### config.mk
export PLATFORM = sky130hd
export DESIGN_NAME = sfpw_core
export DESIGN_NICKNAME = d
export VERILOG_FILES = /design/src/sfpw_pkg.sv /design/src/sfpw_sync.sv /design/src/sfpw_fifo.sv /design/src/sfpw_core.sv
export VERILOG_INCLUDE_DIRS = /design/src
export SDC_FILE = /design/constraint.sdc
export NUM_CORES = 2
export LEC_CHECK = 0
export BUFFER_PORTS_ARGS = -buffer_cell sky130_fd_sc_hd__buf_2
export CORE_UTILIZATION = 35
export CTS_BUF_LIST = sky130_fd_sc_hd__clkbuf_4 sky130_fd_sc_hd__clkbuf_8
export CTS_CLUSTER_SIZE = 20
export DETAILED_ROUTE_END_ITERATION = 10
export SLEW_MARGIN = 10
export SYNTH_ARGS = -nofsm -noshare
export SYNTH_HDL_FRONTEND = slang
export SYNTH_SLANG_ARGS = --single-unit
### constraint.sdc
create_clock -name mclk -period 9.25 [get_ports mclk]
set_input_delay 0.925 -clock mclk [delete_from_list [all_inputs] [get_ports mclk]]
set_output_delay 0.925 -clock mclk [all_outputs]
set_load 0.03 [all_outputs]
### src/sfpw_map.svh
/*
  Constants of the serial flash program, erase and wrap sequencer:
  opcodes, bit counts, field positions, reset values and cycle times.
  Assumes it is included by bare name; holds definitions only.
*/
`ifndef SFPW_MAP_SVH
`define SFPW_MAP_SVH

// ----------------------------------------------------------------
// clock and self-timed cycle times
// ----------------------------------------------------------------
`define SFPW_MCLK_MHZ    50
`define SFPW_US_PER_MS   1000
`define SFPW_T_PAGE_US   400
`define SFPW_T_SECT_MS   50
`define SFPW_T_HBLK_MS   150
`define SFPW_T_BLK_MS    250

// ----------------------------------------------------------------
// opcodes
// ----------------------------------------------------------------
`define SFPW_OP_WRAP     8'h77
`define SFPW_OP_PAGE     8'h02
`define SFPW_OP_QPAGE    8'h32
`define SFPW_OP_SECT     8'h20
`define SFPW_OP_HBLK     8'h52
`define SFPW_OP_BLK      8'hD8
`define SFPW_OP_UNLOCK   8'h06
`define SFPW_OP_LOCK     8'h04
`define SFPW_OP_STAT1    8'h05
`define SFPW_OP_STAT2    8'h35
`define SFPW_OP_QREAD    8'hEB

// ----------------------------------------------------------------
// frame bit counts (quad lanes add four per clock)
// ----------------------------------------------------------------
`define SFPW_CMD_BITS    6'h08
`define SFPW_ADDR_END    6'h20
`define SFPW_WRAP_END    6'h28
`define SFPW_QRD_DATA    6'h38

// ----------------------------------------------------------------
// wrap setting byte, erase sizes, guard decode
// ----------------------------------------------------------------
`define SFPW_WRAP_DIS    4
`define SFPW_WRAP_SEL    6:5
`define SFPW_WRAP_RST    8'h10
`define SFPW_SECT_BITS   12
`define SFPW_HBLK_BITS   15
`define SFPW_BLK_BITS    16
`define SFPW_GUARD_FULL  5'h09
`define SFPW_ERASED      8'hFF
`define SFPW_LAST_COL    8'hFF
`define SFPW_OE_ALL_OFF  4'hF
`define SFPW_OE_SO_ONLY  4'hD

`endif

### src/sfpw_pkg.sv
/*
  Types of the serial flash sequencer: pin bundle, array request,
  internal cycle states. Assumes the map header for the numbers.
*/
package sfpw_pkg;

  typedef struct packed {
    logic       cs_n;
    logic       sclk;
    logic [3:0] io;
  } sfpw_pin_t;

  // byte requests AND into the array, the others fill with ones
  typedef enum logic [1:0] {
    SFPW_SZ_BYTE = 2'h0,
    SFPW_SZ_4K   = 2'h1,
    SFPW_SZ_32K  = 2'h2,
    SFPW_SZ_64K  = 2'h3
  } sfpw_size_t;

  typedef struct packed {
    sfpw_size_t  size;
    logic [23:0] addr;
    logic [7:0]  data;
  } sfpw_arr_req_t;

  typedef enum logic [1:0] {
    SFPW_C_IDLE = 2'h0,
    SFPW_C_SCAN = 2'h1,
    SFPW_C_WAIT = 2'h3
  } sfpw_cyc_t;

endpackage

### src/sfpw_sync.sv
/*
  Two-flop synchroniser for the link pins.
  Assumes the inputs are asynchronous to mclk.
*/
`timescale 1ns/1ns
module sfpw_sync #(
  parameter int          W   = 6,
  parameter logic [5:0]  RST = 6'h20
) (
  input  wire logic         mclk,
  input  wire logic         srst,
  input  wire logic [W-1:0] d,
  output logic      [W-1:0] q
);
  logic [W-1:0] meta_ff;

  // meta_ff feeds q and nothing else
  always_ff @(posedge mclk)
  begin
    if (srst)
    begin
      meta_ff <= RST[W-1:0];
      q       <= RST[W-1:0];
    end
    else
    begin
      meta_ff <= d;
      q       <= meta_ff;
    end
  end
endmodule // sfpw_sync

### src/sfpw_fifo.sv
/*
  Small FIFO with a registered output stage, valid and ready both
  sides. Assumes one clock and a synchronous active-high reset.
*/
`timescale 1ns/1ns
module sfpw_fifo #(
  parameter int W = 34,
  parameter int D = 4
) (
  input  wire logic         mclk,
  input  wire logic         srst,
  input  wire logic         in_valid,
  output logic              in_ready,
  input  wire logic [W-1:0] in_data,
  output logic              out_valid,
  input  wire logic         out_ready,
  output logic      [W-1:0] out_data,
  output logic              idle
);
  localparam int PW = $clog2(D);
  localparam int CW = $clog2(D + 1);

  logic [W-1:0]  mem [D];
  logic [PW-1:0] wp_ff;
  logic [PW-1:0] rp_ff;
  logic [CW-1:0] cnt_ff;
  wire logic     push = in_valid & in_ready;
  wire logic     pop  = (cnt_ff != '0) & (~out_valid | out_ready);

  assign in_ready = (cnt_ff != CW'(D));
  assign idle     = (cnt_ff == '0) & ~out_valid;

  always_ff @(posedge mclk)
  begin
    if (push)
      mem[wp_ff] <= in_data;
  end

  always_ff @(posedge mclk)
  begin
    if (srst)
    begin
      wp_ff     <= '0;
      rp_ff     <= '0;
      cnt_ff    <= '0;
      out_valid <= 1'b0;
      out_data  <= '0;
    end
    else
    begin
      if (push)
        wp_ff <= PW'(wp_ff + 1'b1);
      if (pop)
      begin
        rp_ff    <= PW'(rp_ff + 1'b1);
        out_data <= mem[rp_ff];
      end
      cnt_ff <= CW'(cnt_ff + CW'(push) - CW'(pop));
      if (pop)
        out_valid <= 1'b1;
      else if (out_ready)
        out_valid <= 1'b0;
    end
  end
endmodule // sfpw_fifo

### src/sfpw_core.sv
/*
  Command sequencer of a serial NOR flash: wrap setting, single and
  quad page program, sector and block erase, status and quad read.
  Assumes the pins arrive asynchronously, the array sits behind the
  request port and read port, and status bits come from outside.
*/
`timescale 1ns/1ns
`include "sfpw_map.svh"
module sfpw_core #(
  parameter int unsigned PAGE_CYC = `SFPW_T_PAGE_US * `SFPW_MCLK_MHZ,
  parameter int unsigned SECT_CYC =
    `SFPW_T_SECT_MS * `SFPW_US_PER_MS * `SFPW_MCLK_MHZ,
  parameter int unsigned HBLK_CYC =
    `SFPW_T_HBLK_MS * `SFPW_US_PER_MS * `SFPW_MCLK_MHZ,
  parameter int unsigned BLK_CYC  =
    `SFPW_T_BLK_MS * `SFPW_US_PER_MS * `SFPW_MCLK_MHZ
) (
  input  wire logic                   mclk,
  input  wire logic                   srst,
  input  wire sfpw_pkg::sfpw_pin_t    pin_i,
  output logic [3:0]                  io_out,
  output logic [3:0]                  io_oe_n,
  input  wire logic                   quad_io_enable,
  input  wire logic [4:0]             region_guard_bits,
  output logic                        cycle_busy_flag,
  output logic                        write_latch_flag,
  output logic [7:0]                  wrap_cfg,
  output logic [23:0]                 mem_rd_addr,
  input  wire logic [7:0]             mem_rd_data,
  output logic                        arr_valid,
  input  wire logic                   arr_ready,
  output sfpw_pkg::sfpw_arr_req_t     arr_req
);
  // ----------------------------------------------------------------
  // helpers
  // ----------------------------------------------------------------
  function automatic logic guarded(input logic [23:0] a,
                                   input logic [4:0]  g);
    logic [8:0] lim;
    lim = 9'h100 - 9'(9'h001 << (g - 5'h01));
    if (g == 5'h00)
      return 1'b0;
    if (g > `SFPW_GUARD_FULL)
      return 1'b1;
    return {1'b0, a[23:16]} >= lim;
  endfunction

  function automatic logic [23:0] next_rd(input logic [23:0] a,
                                          input logic [7:0]  w);
    logic [7:0] m;
    m = 8'(8'h08 << w[`SFPW_WRAP_SEL]) - 8'h01;
    if (w[`SFPW_WRAP_DIS])
      return 24'(a + 24'h000001);
    return {a[23:8], (a[7:0] & ~m) | (8'(a[7:0] + 8'h01) & m)};
  endfunction

  // ----------------------------------------------------------------
  // pin sampling and edges
  // ----------------------------------------------------------------
  sfpw_pkg::sfpw_pin_t pin_s;
  logic                sclk_d_ff;
  logic                sel_d_ff;

  sfpw_sync #(.W(6), .RST(6'h20)) u_sync (
    .mclk (mclk),
    .srst (srst),
    .d    (pin_i),
    .q    (pin_s)
  );

  wire logic sel      = ~pin_s.cs_n;
  wire logic cs_fall  = sel & ~sel_d_ff;
  wire logic cs_rise  = ~sel & sel_d_ff;
  wire logic bit_rise = sel & pin_s.sclk & ~sclk_d_ff;
  wire logic bit_fall = sel & ~pin_s.sclk & sclk_d_ff;

  // ----------------------------------------------------------------
  // frame decode
  // ----------------------------------------------------------------
  logic [7:0]  cmd_ff;
  logic [5:0]  cnt_ff;
  logic [23:0] sh_ff;
  logic [23:0] addr_ff;
  logic [2:0]  dcnt_ff;
  logic [7:0]  col_ff;
  logic        any_ff;
  logic [2:0]  obit_ff;
  logic        half_ff;
  logic        latch_ff;
  logic        busy_ff;
  logic [7:0]  pbuf [256];
  logic [255:0] vmask_ff;

  wire logic is_qpage = (cmd_ff == `SFPW_OP_QPAGE);
  wire logic is_prog  = (cmd_ff == `SFPW_OP_PAGE) | is_qpage;
  wire logic is_sect  = (cmd_ff == `SFPW_OP_SECT);
  wire logic is_hblk  = (cmd_ff == `SFPW_OP_HBLK);
  wire logic is_blk   = (cmd_ff == `SFPW_OP_BLK);
  wire logic is_erase = is_sect | is_hblk | is_blk;
  wire logic is_qread = (cmd_ff == `SFPW_OP_QREAD);
  wire logic is_stat  = (cmd_ff == `SFPW_OP_STAT1) |
                        (cmd_ff == `SFPW_OP_STAT2);
  wire logic quad_step = (is_qpage & (cnt_ff >= `SFPW_ADDR_END)) |
                         (is_qread & (cnt_ff >= `SFPW_CMD_BITS));
  wire logic [23:0] nxt_sh = quad_step ? {sh_ff[19:0], pin_s.io}
                                       : {sh_ff[22:0], pin_s.io[0]};
  wire logic [5:0] nxt_cnt = (cnt_ff >= `SFPW_QRD_DATA) ? cnt_ff :
                             6'(cnt_ff + (quad_step ? 6'h04 : 6'h01));
  wire logic got_cmd  = bit_rise & (cnt_ff < `SFPW_CMD_BITS) &
                        (nxt_cnt == `SFPW_CMD_BITS);
  wire logic got_addr = bit_rise & (cnt_ff < `SFPW_ADDR_END) &
                        (nxt_cnt == `SFPW_ADDR_END);
  wire logic in_data  = is_prog & (cnt_ff >= `SFPW_ADDR_END) & ~busy_ff;
  wire logic [2:0] nxt_dcnt = 3'(dcnt_ff + (quad_step ? 3'h4 : 3'h1));
  wire logic byte_done = in_data & bit_rise & (nxt_dcnt == 3'h0);

  // ----------------------------------------------------------------
  // command acceptance at deselect
  // ----------------------------------------------------------------
  wire logic prot_hit = guarded(addr_ff, region_guard_bits);
  wire logic may_run  = latch_ff & ~busy_ff;
  wire logic prog_go  = cs_rise & is_prog & may_run & any_ff &
                        (dcnt_ff == 3'h0) & ~prot_hit &
                        (~is_qpage | quad_io_enable);
  wire logic erase_go = cs_rise & is_erase & may_run &
                        (cnt_ff == `SFPW_ADDR_END) & ~prot_hit;
  wire logic run_go   = prog_go | erase_go;
  wire logic cmd_only = cs_rise & ~busy_ff & (cnt_ff == `SFPW_CMD_BITS);
  wire logic unlock_go = cmd_only & (cmd_ff == `SFPW_OP_UNLOCK);
  wire logic lock_go   = cmd_only & (cmd_ff == `SFPW_OP_LOCK);
  wire logic wrap_go   = cs_rise & ~busy_ff & (cmd_ff == `SFPW_OP_WRAP) &
                         (cnt_ff == `SFPW_WRAP_END);

  // whole-region base and size for the three erase kinds
  wire sfpw_pkg::sfpw_size_t er_size = is_sect ? sfpw_pkg::SFPW_SZ_4K :
                                        is_hblk ? sfpw_pkg::SFPW_SZ_32K :
                                                  sfpw_pkg::SFPW_SZ_64K;
  wire logic [4:0] er_bits = is_sect ? 5'(`SFPW_SECT_BITS) :
                             is_hblk ? 5'(`SFPW_HBLK_BITS) :
                                       5'(`SFPW_BLK_BITS);
  wire logic [23:0] er_base = addr_ff & ~24'((24'h000001 << er_bits) -
                                             24'h000001);
  wire logic [31:0] er_cyc = is_sect ? 32'(SECT_CYC - 1) :
                             is_hblk ? 32'(HBLK_CYC - 1) :
                                       32'(BLK_CYC - 1);

  always_ff @(posedge mclk)
  begin
    if (srst)
    begin
      sclk_d_ff <= 1'b0;
      sel_d_ff  <= 1'b0;
      cmd_ff    <= 8'h00;
      cnt_ff    <= 6'h00;
      sh_ff     <= 24'h000000;
      addr_ff   <= 24'h000000;
      dcnt_ff   <= 3'h0;
      col_ff    <= 8'h00;
      any_ff    <= 1'b0;
    end
    else
    begin
      sclk_d_ff <= pin_s.sclk;
      sel_d_ff  <= sel;
      if (cs_fall)
      begin
        cnt_ff  <= 6'h00;
        dcnt_ff <= 3'h0;
        any_ff  <= 1'b0;
        cmd_ff  <= 8'h00;
      end
      else if (bit_rise)
      begin
        sh_ff  <= nxt_sh;
        cnt_ff <= nxt_cnt;
        if (got_cmd)
          cmd_ff <= nxt_sh[7:0];
        // page address stays put while a cycle scans it
        if (got_addr & ~busy_ff)
        begin
          addr_ff <= nxt_sh;
          col_ff  <= nxt_sh[7:0];
        end
        if (in_data)
          dcnt_ff <= nxt_dcnt;
        if (byte_done)
        begin
          col_ff <= 8'(col_ff + 8'h01);
          any_ff <= 1'b1;
        end
      end
    end
  end

  // later bytes on the same column replace earlier ones
  always_ff @(posedge mclk)
  begin
    if (byte_done)
      pbuf[col_ff] <= nxt_sh[7:0];
  end

  always_ff @(posedge mclk)
  begin
    // status polls during a cycle must not clear the mask being scanned
    if (srst | (cs_fall & ~busy_ff))
      vmask_ff <= '0;
    else if (byte_done)
      vmask_ff[col_ff] <= 1'b1;
  end

  // ----------------------------------------------------------------
  // latch and wrap setting
  // ----------------------------------------------------------------
  always_ff @(posedge mclk)
  begin
    if (srst)
    begin
      latch_ff <= 1'b0;
      wrap_cfg <= `SFPW_WRAP_RST;
    end
    else
    begin
      if (run_go | lock_go)
        latch_ff <= 1'b0;
      else if (unlock_go)
        latch_ff <= 1'b1;
      if (wrap_go)
        wrap_cfg <= sh_ff[7:0];
    end
  end

  // ----------------------------------------------------------------
  // self-timed cycle: scan page buffer into the array queue
  // ----------------------------------------------------------------
  sfpw_pkg::sfpw_cyc_t     cyc_ff;
  sfpw_pkg::sfpw_arr_req_t ereq_ff;
  logic [7:0]  scol_ff;
  logic        er_ff;
  logic [31:0] tmr_ff;
  logic        q_ready;
  logic        q_idle;

  wire logic scan = (cyc_ff == sfpw_pkg::SFPW_C_SCAN);
  wire logic q_valid = scan & (er_ff | vmask_ff[scol_ff]);
  wire sfpw_pkg::sfpw_arr_req_t preq =
    '{size: sfpw_pkg::SFPW_SZ_BYTE,
      addr: {addr_ff[23:8], scol_ff},
      data: pbuf[scol_ff]};
  wire logic adv = scan & (q_ready | (~er_ff & ~vmask_ff[scol_ff]));
  wire logic done = (cyc_ff == sfpw_pkg::SFPW_C_WAIT) &
                    (tmr_ff == 32'h0) & q_idle;

  always_ff @(posedge mclk)
  begin
    if (srst)
    begin
      cyc_ff  <= sfpw_pkg::SFPW_C_IDLE;
      busy_ff <= 1'b0;
      er_ff   <= 1'b0;
      scol_ff <= 8'h00;
      tmr_ff  <= 32'h0;
      ereq_ff <= '0;
    end
    else
    begin
      if (tmr_ff != 32'h0)
        tmr_ff <= tmr_ff - 32'h1;
      unique case (cyc_ff)
        sfpw_pkg::SFPW_C_IDLE:
          if (run_go)
          begin
            cyc_ff  <= sfpw_pkg::SFPW_C_SCAN;
            busy_ff <= 1'b1;
            er_ff   <= erase_go;
            scol_ff <= 8'h00;
            tmr_ff  <= prog_go ? 32'(PAGE_CYC - 1) : er_cyc;
            ereq_ff <= '{size: er_size, addr: er_base,
                         data: `SFPW_ERASED};
          end
        sfpw_pkg::SFPW_C_SCAN:
          if (adv)
          begin
            scol_ff <= 8'(scol_ff + 8'h01);
            if (er_ff | (scol_ff == `SFPW_LAST_COL))
              cyc_ff <= sfpw_pkg::SFPW_C_WAIT;
          end
        sfpw_pkg::SFPW_C_WAIT:
          if (done)
          begin
            cyc_ff  <= sfpw_pkg::SFPW_C_IDLE;
            busy_ff <= 1'b0;
          end
        default:
          cyc_ff <= sfpw_pkg::SFPW_C_IDLE;
      endcase
    end
  end

  sfpw_fifo #(.W($bits(sfpw_pkg::sfpw_arr_req_t)), .D(4)) u_fifo (
    .mclk      (mclk),
    .srst      (srst),
    .in_valid  (q_valid),
    .in_ready  (q_ready),
    .in_data   (er_ff ? ereq_ff : preq),
    .out_valid (arr_valid),
    .out_ready (arr_ready),
    .out_data  (arr_req),
    .idle      (q_idle)
  );

  // ----------------------------------------------------------------
  // outputs on falling serial clock: status and quad read
  // ----------------------------------------------------------------
  wire logic st_on = is_stat & (cnt_ff >= `SFPW_CMD_BITS);
  wire logic rd_on = is_qread & quad_io_enable & ~busy_ff &
                     (cnt_ff == `SFPW_QRD_DATA);
  wire logic [7:0] stat_byte = (cmd_ff == `SFPW_OP_STAT1) ?
    {1'b0, region_guard_bits, latch_ff, busy_ff} :
    {6'h00, quad_io_enable, 1'b0};

  always_ff @(posedge mclk)
  begin
    if (srst)
    begin
      io_out      <= 4'h0;
      io_oe_n     <= `SFPW_OE_ALL_OFF;
      obit_ff     <= 3'h0;
      half_ff     <= 1'b0;
      mem_rd_addr <= 24'h000000;
    end
    else if (cs_fall | cs_rise)
    begin
      io_oe_n <= `SFPW_OE_ALL_OFF;
      obit_ff <= 3'h0;
      half_ff <= 1'b0;
    end
    else
    begin
      if (got_addr & is_qread)
        mem_rd_addr <= nxt_sh;
      if (bit_fall & st_on)
      begin
        io_oe_n   <= `SFPW_OE_SO_ONLY;
        io_out[1] <= stat_byte[3'h7 - obit_ff];
        obit_ff   <= 3'(obit_ff + 3'h1);
      end
      else if (bit_fall & rd_on)
      begin
        io_oe_n <= 4'h0;
        io_out  <= half_ff ? mem_rd_data[3:0] : mem_rd_data[7:4];
        half_ff <= ~half_ff;
        if (half_ff)
          mem_rd_addr <= next_rd(mem_rd_addr, wrap_cfg);
      end
    end
  end

  assign cycle_busy_flag  = busy_ff;
  assign write_latch_flag = latch_ff;
endmodule // sfpw_core

==> flow_metrics.tcl <==
set metrics [dict create \
    status "complete, no violations" \
    clock_latency_ns 1.11 \
    cp_common_cell "mux4_2" \
    die-area_um2 302000 \
    final-max-slew-violation-count 0 \
    layout_common_cells "2184 x edfxtp_1, 750 x mux4_2, 489 x clkbuf_8, 488 x dfxtp_1, 438 x nor2_1" \
    cp.arrival_ns 6.07 \
    crit_family "simple AND/OR/NAND/NOR gates" \
    async_flop_share_pct 0 \
    rows 200 \
    max_freq_ghz 0.184 \
    ys_seq_area_share_pct 72.1 \
    drc 0 \
    gp_congestion 0.824 \
    grt-ovfl-total 0 \
    routedWlPerCell_um 25.5 \
    power.leakage_uw 0.0369 \
    slew_headroom_pct 18.3 \
    grt_first_pass_wirelength_mm 378 \
    postRouteAntennaNets 0 \
    syn-cell-area_um2 105000 \
    period_minus_slack_ns 5.43 \
    fin_skew_ns 0.117 \
    core_area_um2 298000 \
    routed_wl_mm 259 \
    synthFlopType "edfxtp_1" \
    final_common_cell "edfxtp_1" \
    hold_slack_ns 0.136 \
    cts_sinks 2685 \
    tightest_slew_ns 1.22 \
    first_pass_iters 5 \
    fin_ws_ns 3.82 \
    synth_edf_count 2184 \
    numCtsBuffers 435 \
    io_buffers 99 \
    grt_usage_pct 17.0 \
    drive_gt1_share_pct 27.8 \
    clk_pin_slew_ns 0.07 \
    n_fill_cell 26502 \
    cpMaxStageDelayCell "nor4bb_1" \
    powerDensity_nw_per_um2 216 \
    crit_type "flop to flop" \
    htree_levels 5 \
    clock_path_buffers 4 \
    first_global_vias 55034 \
    io_pins 100 \
    syn2layout_area_growth_pct 13.0 \
    required_ns 9.89 \
    die_width_um 550 \
    first_iter_violations 5298 \
    crit_path_end_kind "flop" \
    cts_setup_buffers 0 \
    via_per_inst 5.35 \
    synth_seq_cells 2685 \
    antenna_found_initial 7 \
    critPathMaxFanout 34 \
    synth_top_area_share_pct 62.5 \
    finish.utilization_pct 39.9 \
    min_path_type "primary input to flop" \
    start_util_pct 35.3 \
    multiInputGateArea_um2 27800 \
    yosysTopAreaCell "edfxtp_1" \
    ys_warn_count 0 \
    post-place-ws_ns 3.50 \
    finalSetupTns_ns 0 \
    netlist_top_cells_area "edfxtp_1 62%, mux4_2 16%, dfxtp_1 9.6%, o21a_1 1.9%, nor2_1 1.6%" \
    die_h_um 550 \
    cp-start-kind "flop" \
    grt_max_degree 170 \
    hold_viol_final 0 \
    cts_tree "yes" \
    regArea_um2 75600 \
    setup_viol 0 \
    fin_crit_sh_pct 58.7 \
    grt_setup_unrepaired "false" \
    critical_path.cell_chain "buf_4 -> mux4_2 -> mux4_2 -> o211ai_1 -> nor4bb_1 -> nor4_1 -> and3_1 -> and2_2" \
    vias 54481 \
    cp_num_buf_inv 1 \
    syn_area_per_cell_um2 18.7 \
    root_buffer "clkbuf_8" \
    ys_types 88 \
    hpwl_mm 156 \
    synthCells 5612 \
    cap_violations 0 \
    power.total_uw 25700 \
    vdd_drop_max_mv 0.116 \
    cpPeakStageDelay_ns 1.03 \
    nets 5944 \
]
worst reg2reg max path: cells and delay by family, from the launching register on:
kind / cells / cell delay, ns
flip-flops: 1 / 0.61
buffers and inverters: 1 / 0.55
AND/OR/NAND/NOR: 4 / 2.30
multiplexers: 2 / 1.16
AO/OA/AOI/OAI: 1 / 0.32
state kept, by name, indices dropped and copies added (netlist names), 6 cells and up, named ones only:
register / count
sh_ff: 23
pbuf: 2048
wrap_cfg: 8
cmd_ff: 8
col_ff: 8
addr_ff: 18
u_fifo.out_data: 34
mem_rd_addr: 21
scol_ff: 8
u_fifo.mem: 136
cnt_ff: 6
vmask_ff: 256
tmr_ff: 32
ereq_ff: 27
u_sync.meta_ff: 6
u_sync.q: 6
final timing paths:
kind	startpoint	to	slack, ns	depth (start not counted)
worst max-delay path	scol_ff[0]	u_fifo.mem[2][9]	3.82	8
worst min-delay path	pin_i[5]	u_sync.meta_ff[5]	0.14	2
worst max register to register	scol_ff[0]	u_fifo.mem[2][9]	3.82	8
worst min register to register	u_sync.meta_ff[5]	u_sync.q[5]	0.43	1
area by class of cell:
cell class / instances / share of cell area (%)
timing repair buffer: 184 / 1.06
tap: 3939 / 4.16
clock inverter: 133 / 0.707
inverter: 38 / 0.146
antenna: 4 / 0.00844
sequential: 2685 / 63.8
multi-input combinational: 2542 / 23.4
clock buffer: 651 / 6.70
logic make-up after synthesis:
family / count (synthesis) / synth area share [%]
and+or+nand+nor: 937 / 4.06
adders and majority gates: 35 / 0.424
AOI/OAI and AO/OA: 642 / 4.18
DFF: 2685 / 72.1
buffers and inverters: 386 / 1.51
muxes: 878 / 17.3
xor gates and xnor gates: 48 / 0.414
other: 1 / 0.00357
Yosys cell counts (all sizes together) (10+ instances only):
| library cell | number |
|---|---|
| mux2i | 103 |
| nand3 | 60 |
| o21ai | 60 |
| buf | 118 |
| and3 | 11 |
| clkbuf | 230 |
| a21oi | 130 |
| a211oi | 47 |
| a31oi | 22 |
| nor3 | 38 |
| and2 | 25 |
| o21a | 260 |
| dfxtp | 501 |
| nor2b | 27 |
| mux4 | 750 |
| edfxtp | 2184 |
| ha | 34 |
| inv | 36 |
| nor4 | 20 |
| nor2 | 439 |
| or2 | 10 |
| nand2 | 218 |
| mux2 | 25 |
| xor2 | 20 |
| o22ai | 21 |
| xnor2 | 27 |
| a2bb2oi | 10 |
| nand4 | 11 |
| a22oi | 14 |
| nand2b | 25 |
what timing repair did:
item / 4_1_cts / 5_1_grt
hold buffers: 2 / 0
resized for setup: 0 / 0
endpoints found under the hold margin: 2 / 0
layer usage:
| metal | GRT usage (%) | wire [um] | vias to the layer above |
|---|---|---|---|
| met2 | 26.9 | 122000 | 1978 |
| li1 | - | - | 23233 |
| met1 | 23.6 | 112000 | 28806 |
| met5 | 0 | 13 | - |
| met3 | 3.08 | 17400 | 462 |
| met4 | 5.51 | 7630 | 2 |
power breakdown:
part | internal (uW) | switching (uW)
Clock | 5700 | 4620
Combinational | 939 | 1210
Sequential | 13100 | 137
per-stage QoR:
stage | area, um^2 | instances
floorplan | 105000 | 5613
global placement | 110000 | 9386
detailed placement | 110000 | 9386
CTS | 119000 | 10172
global route | 119000 | 10175
finish | 119000 | 10176
(Power assumes the default switching activity.)
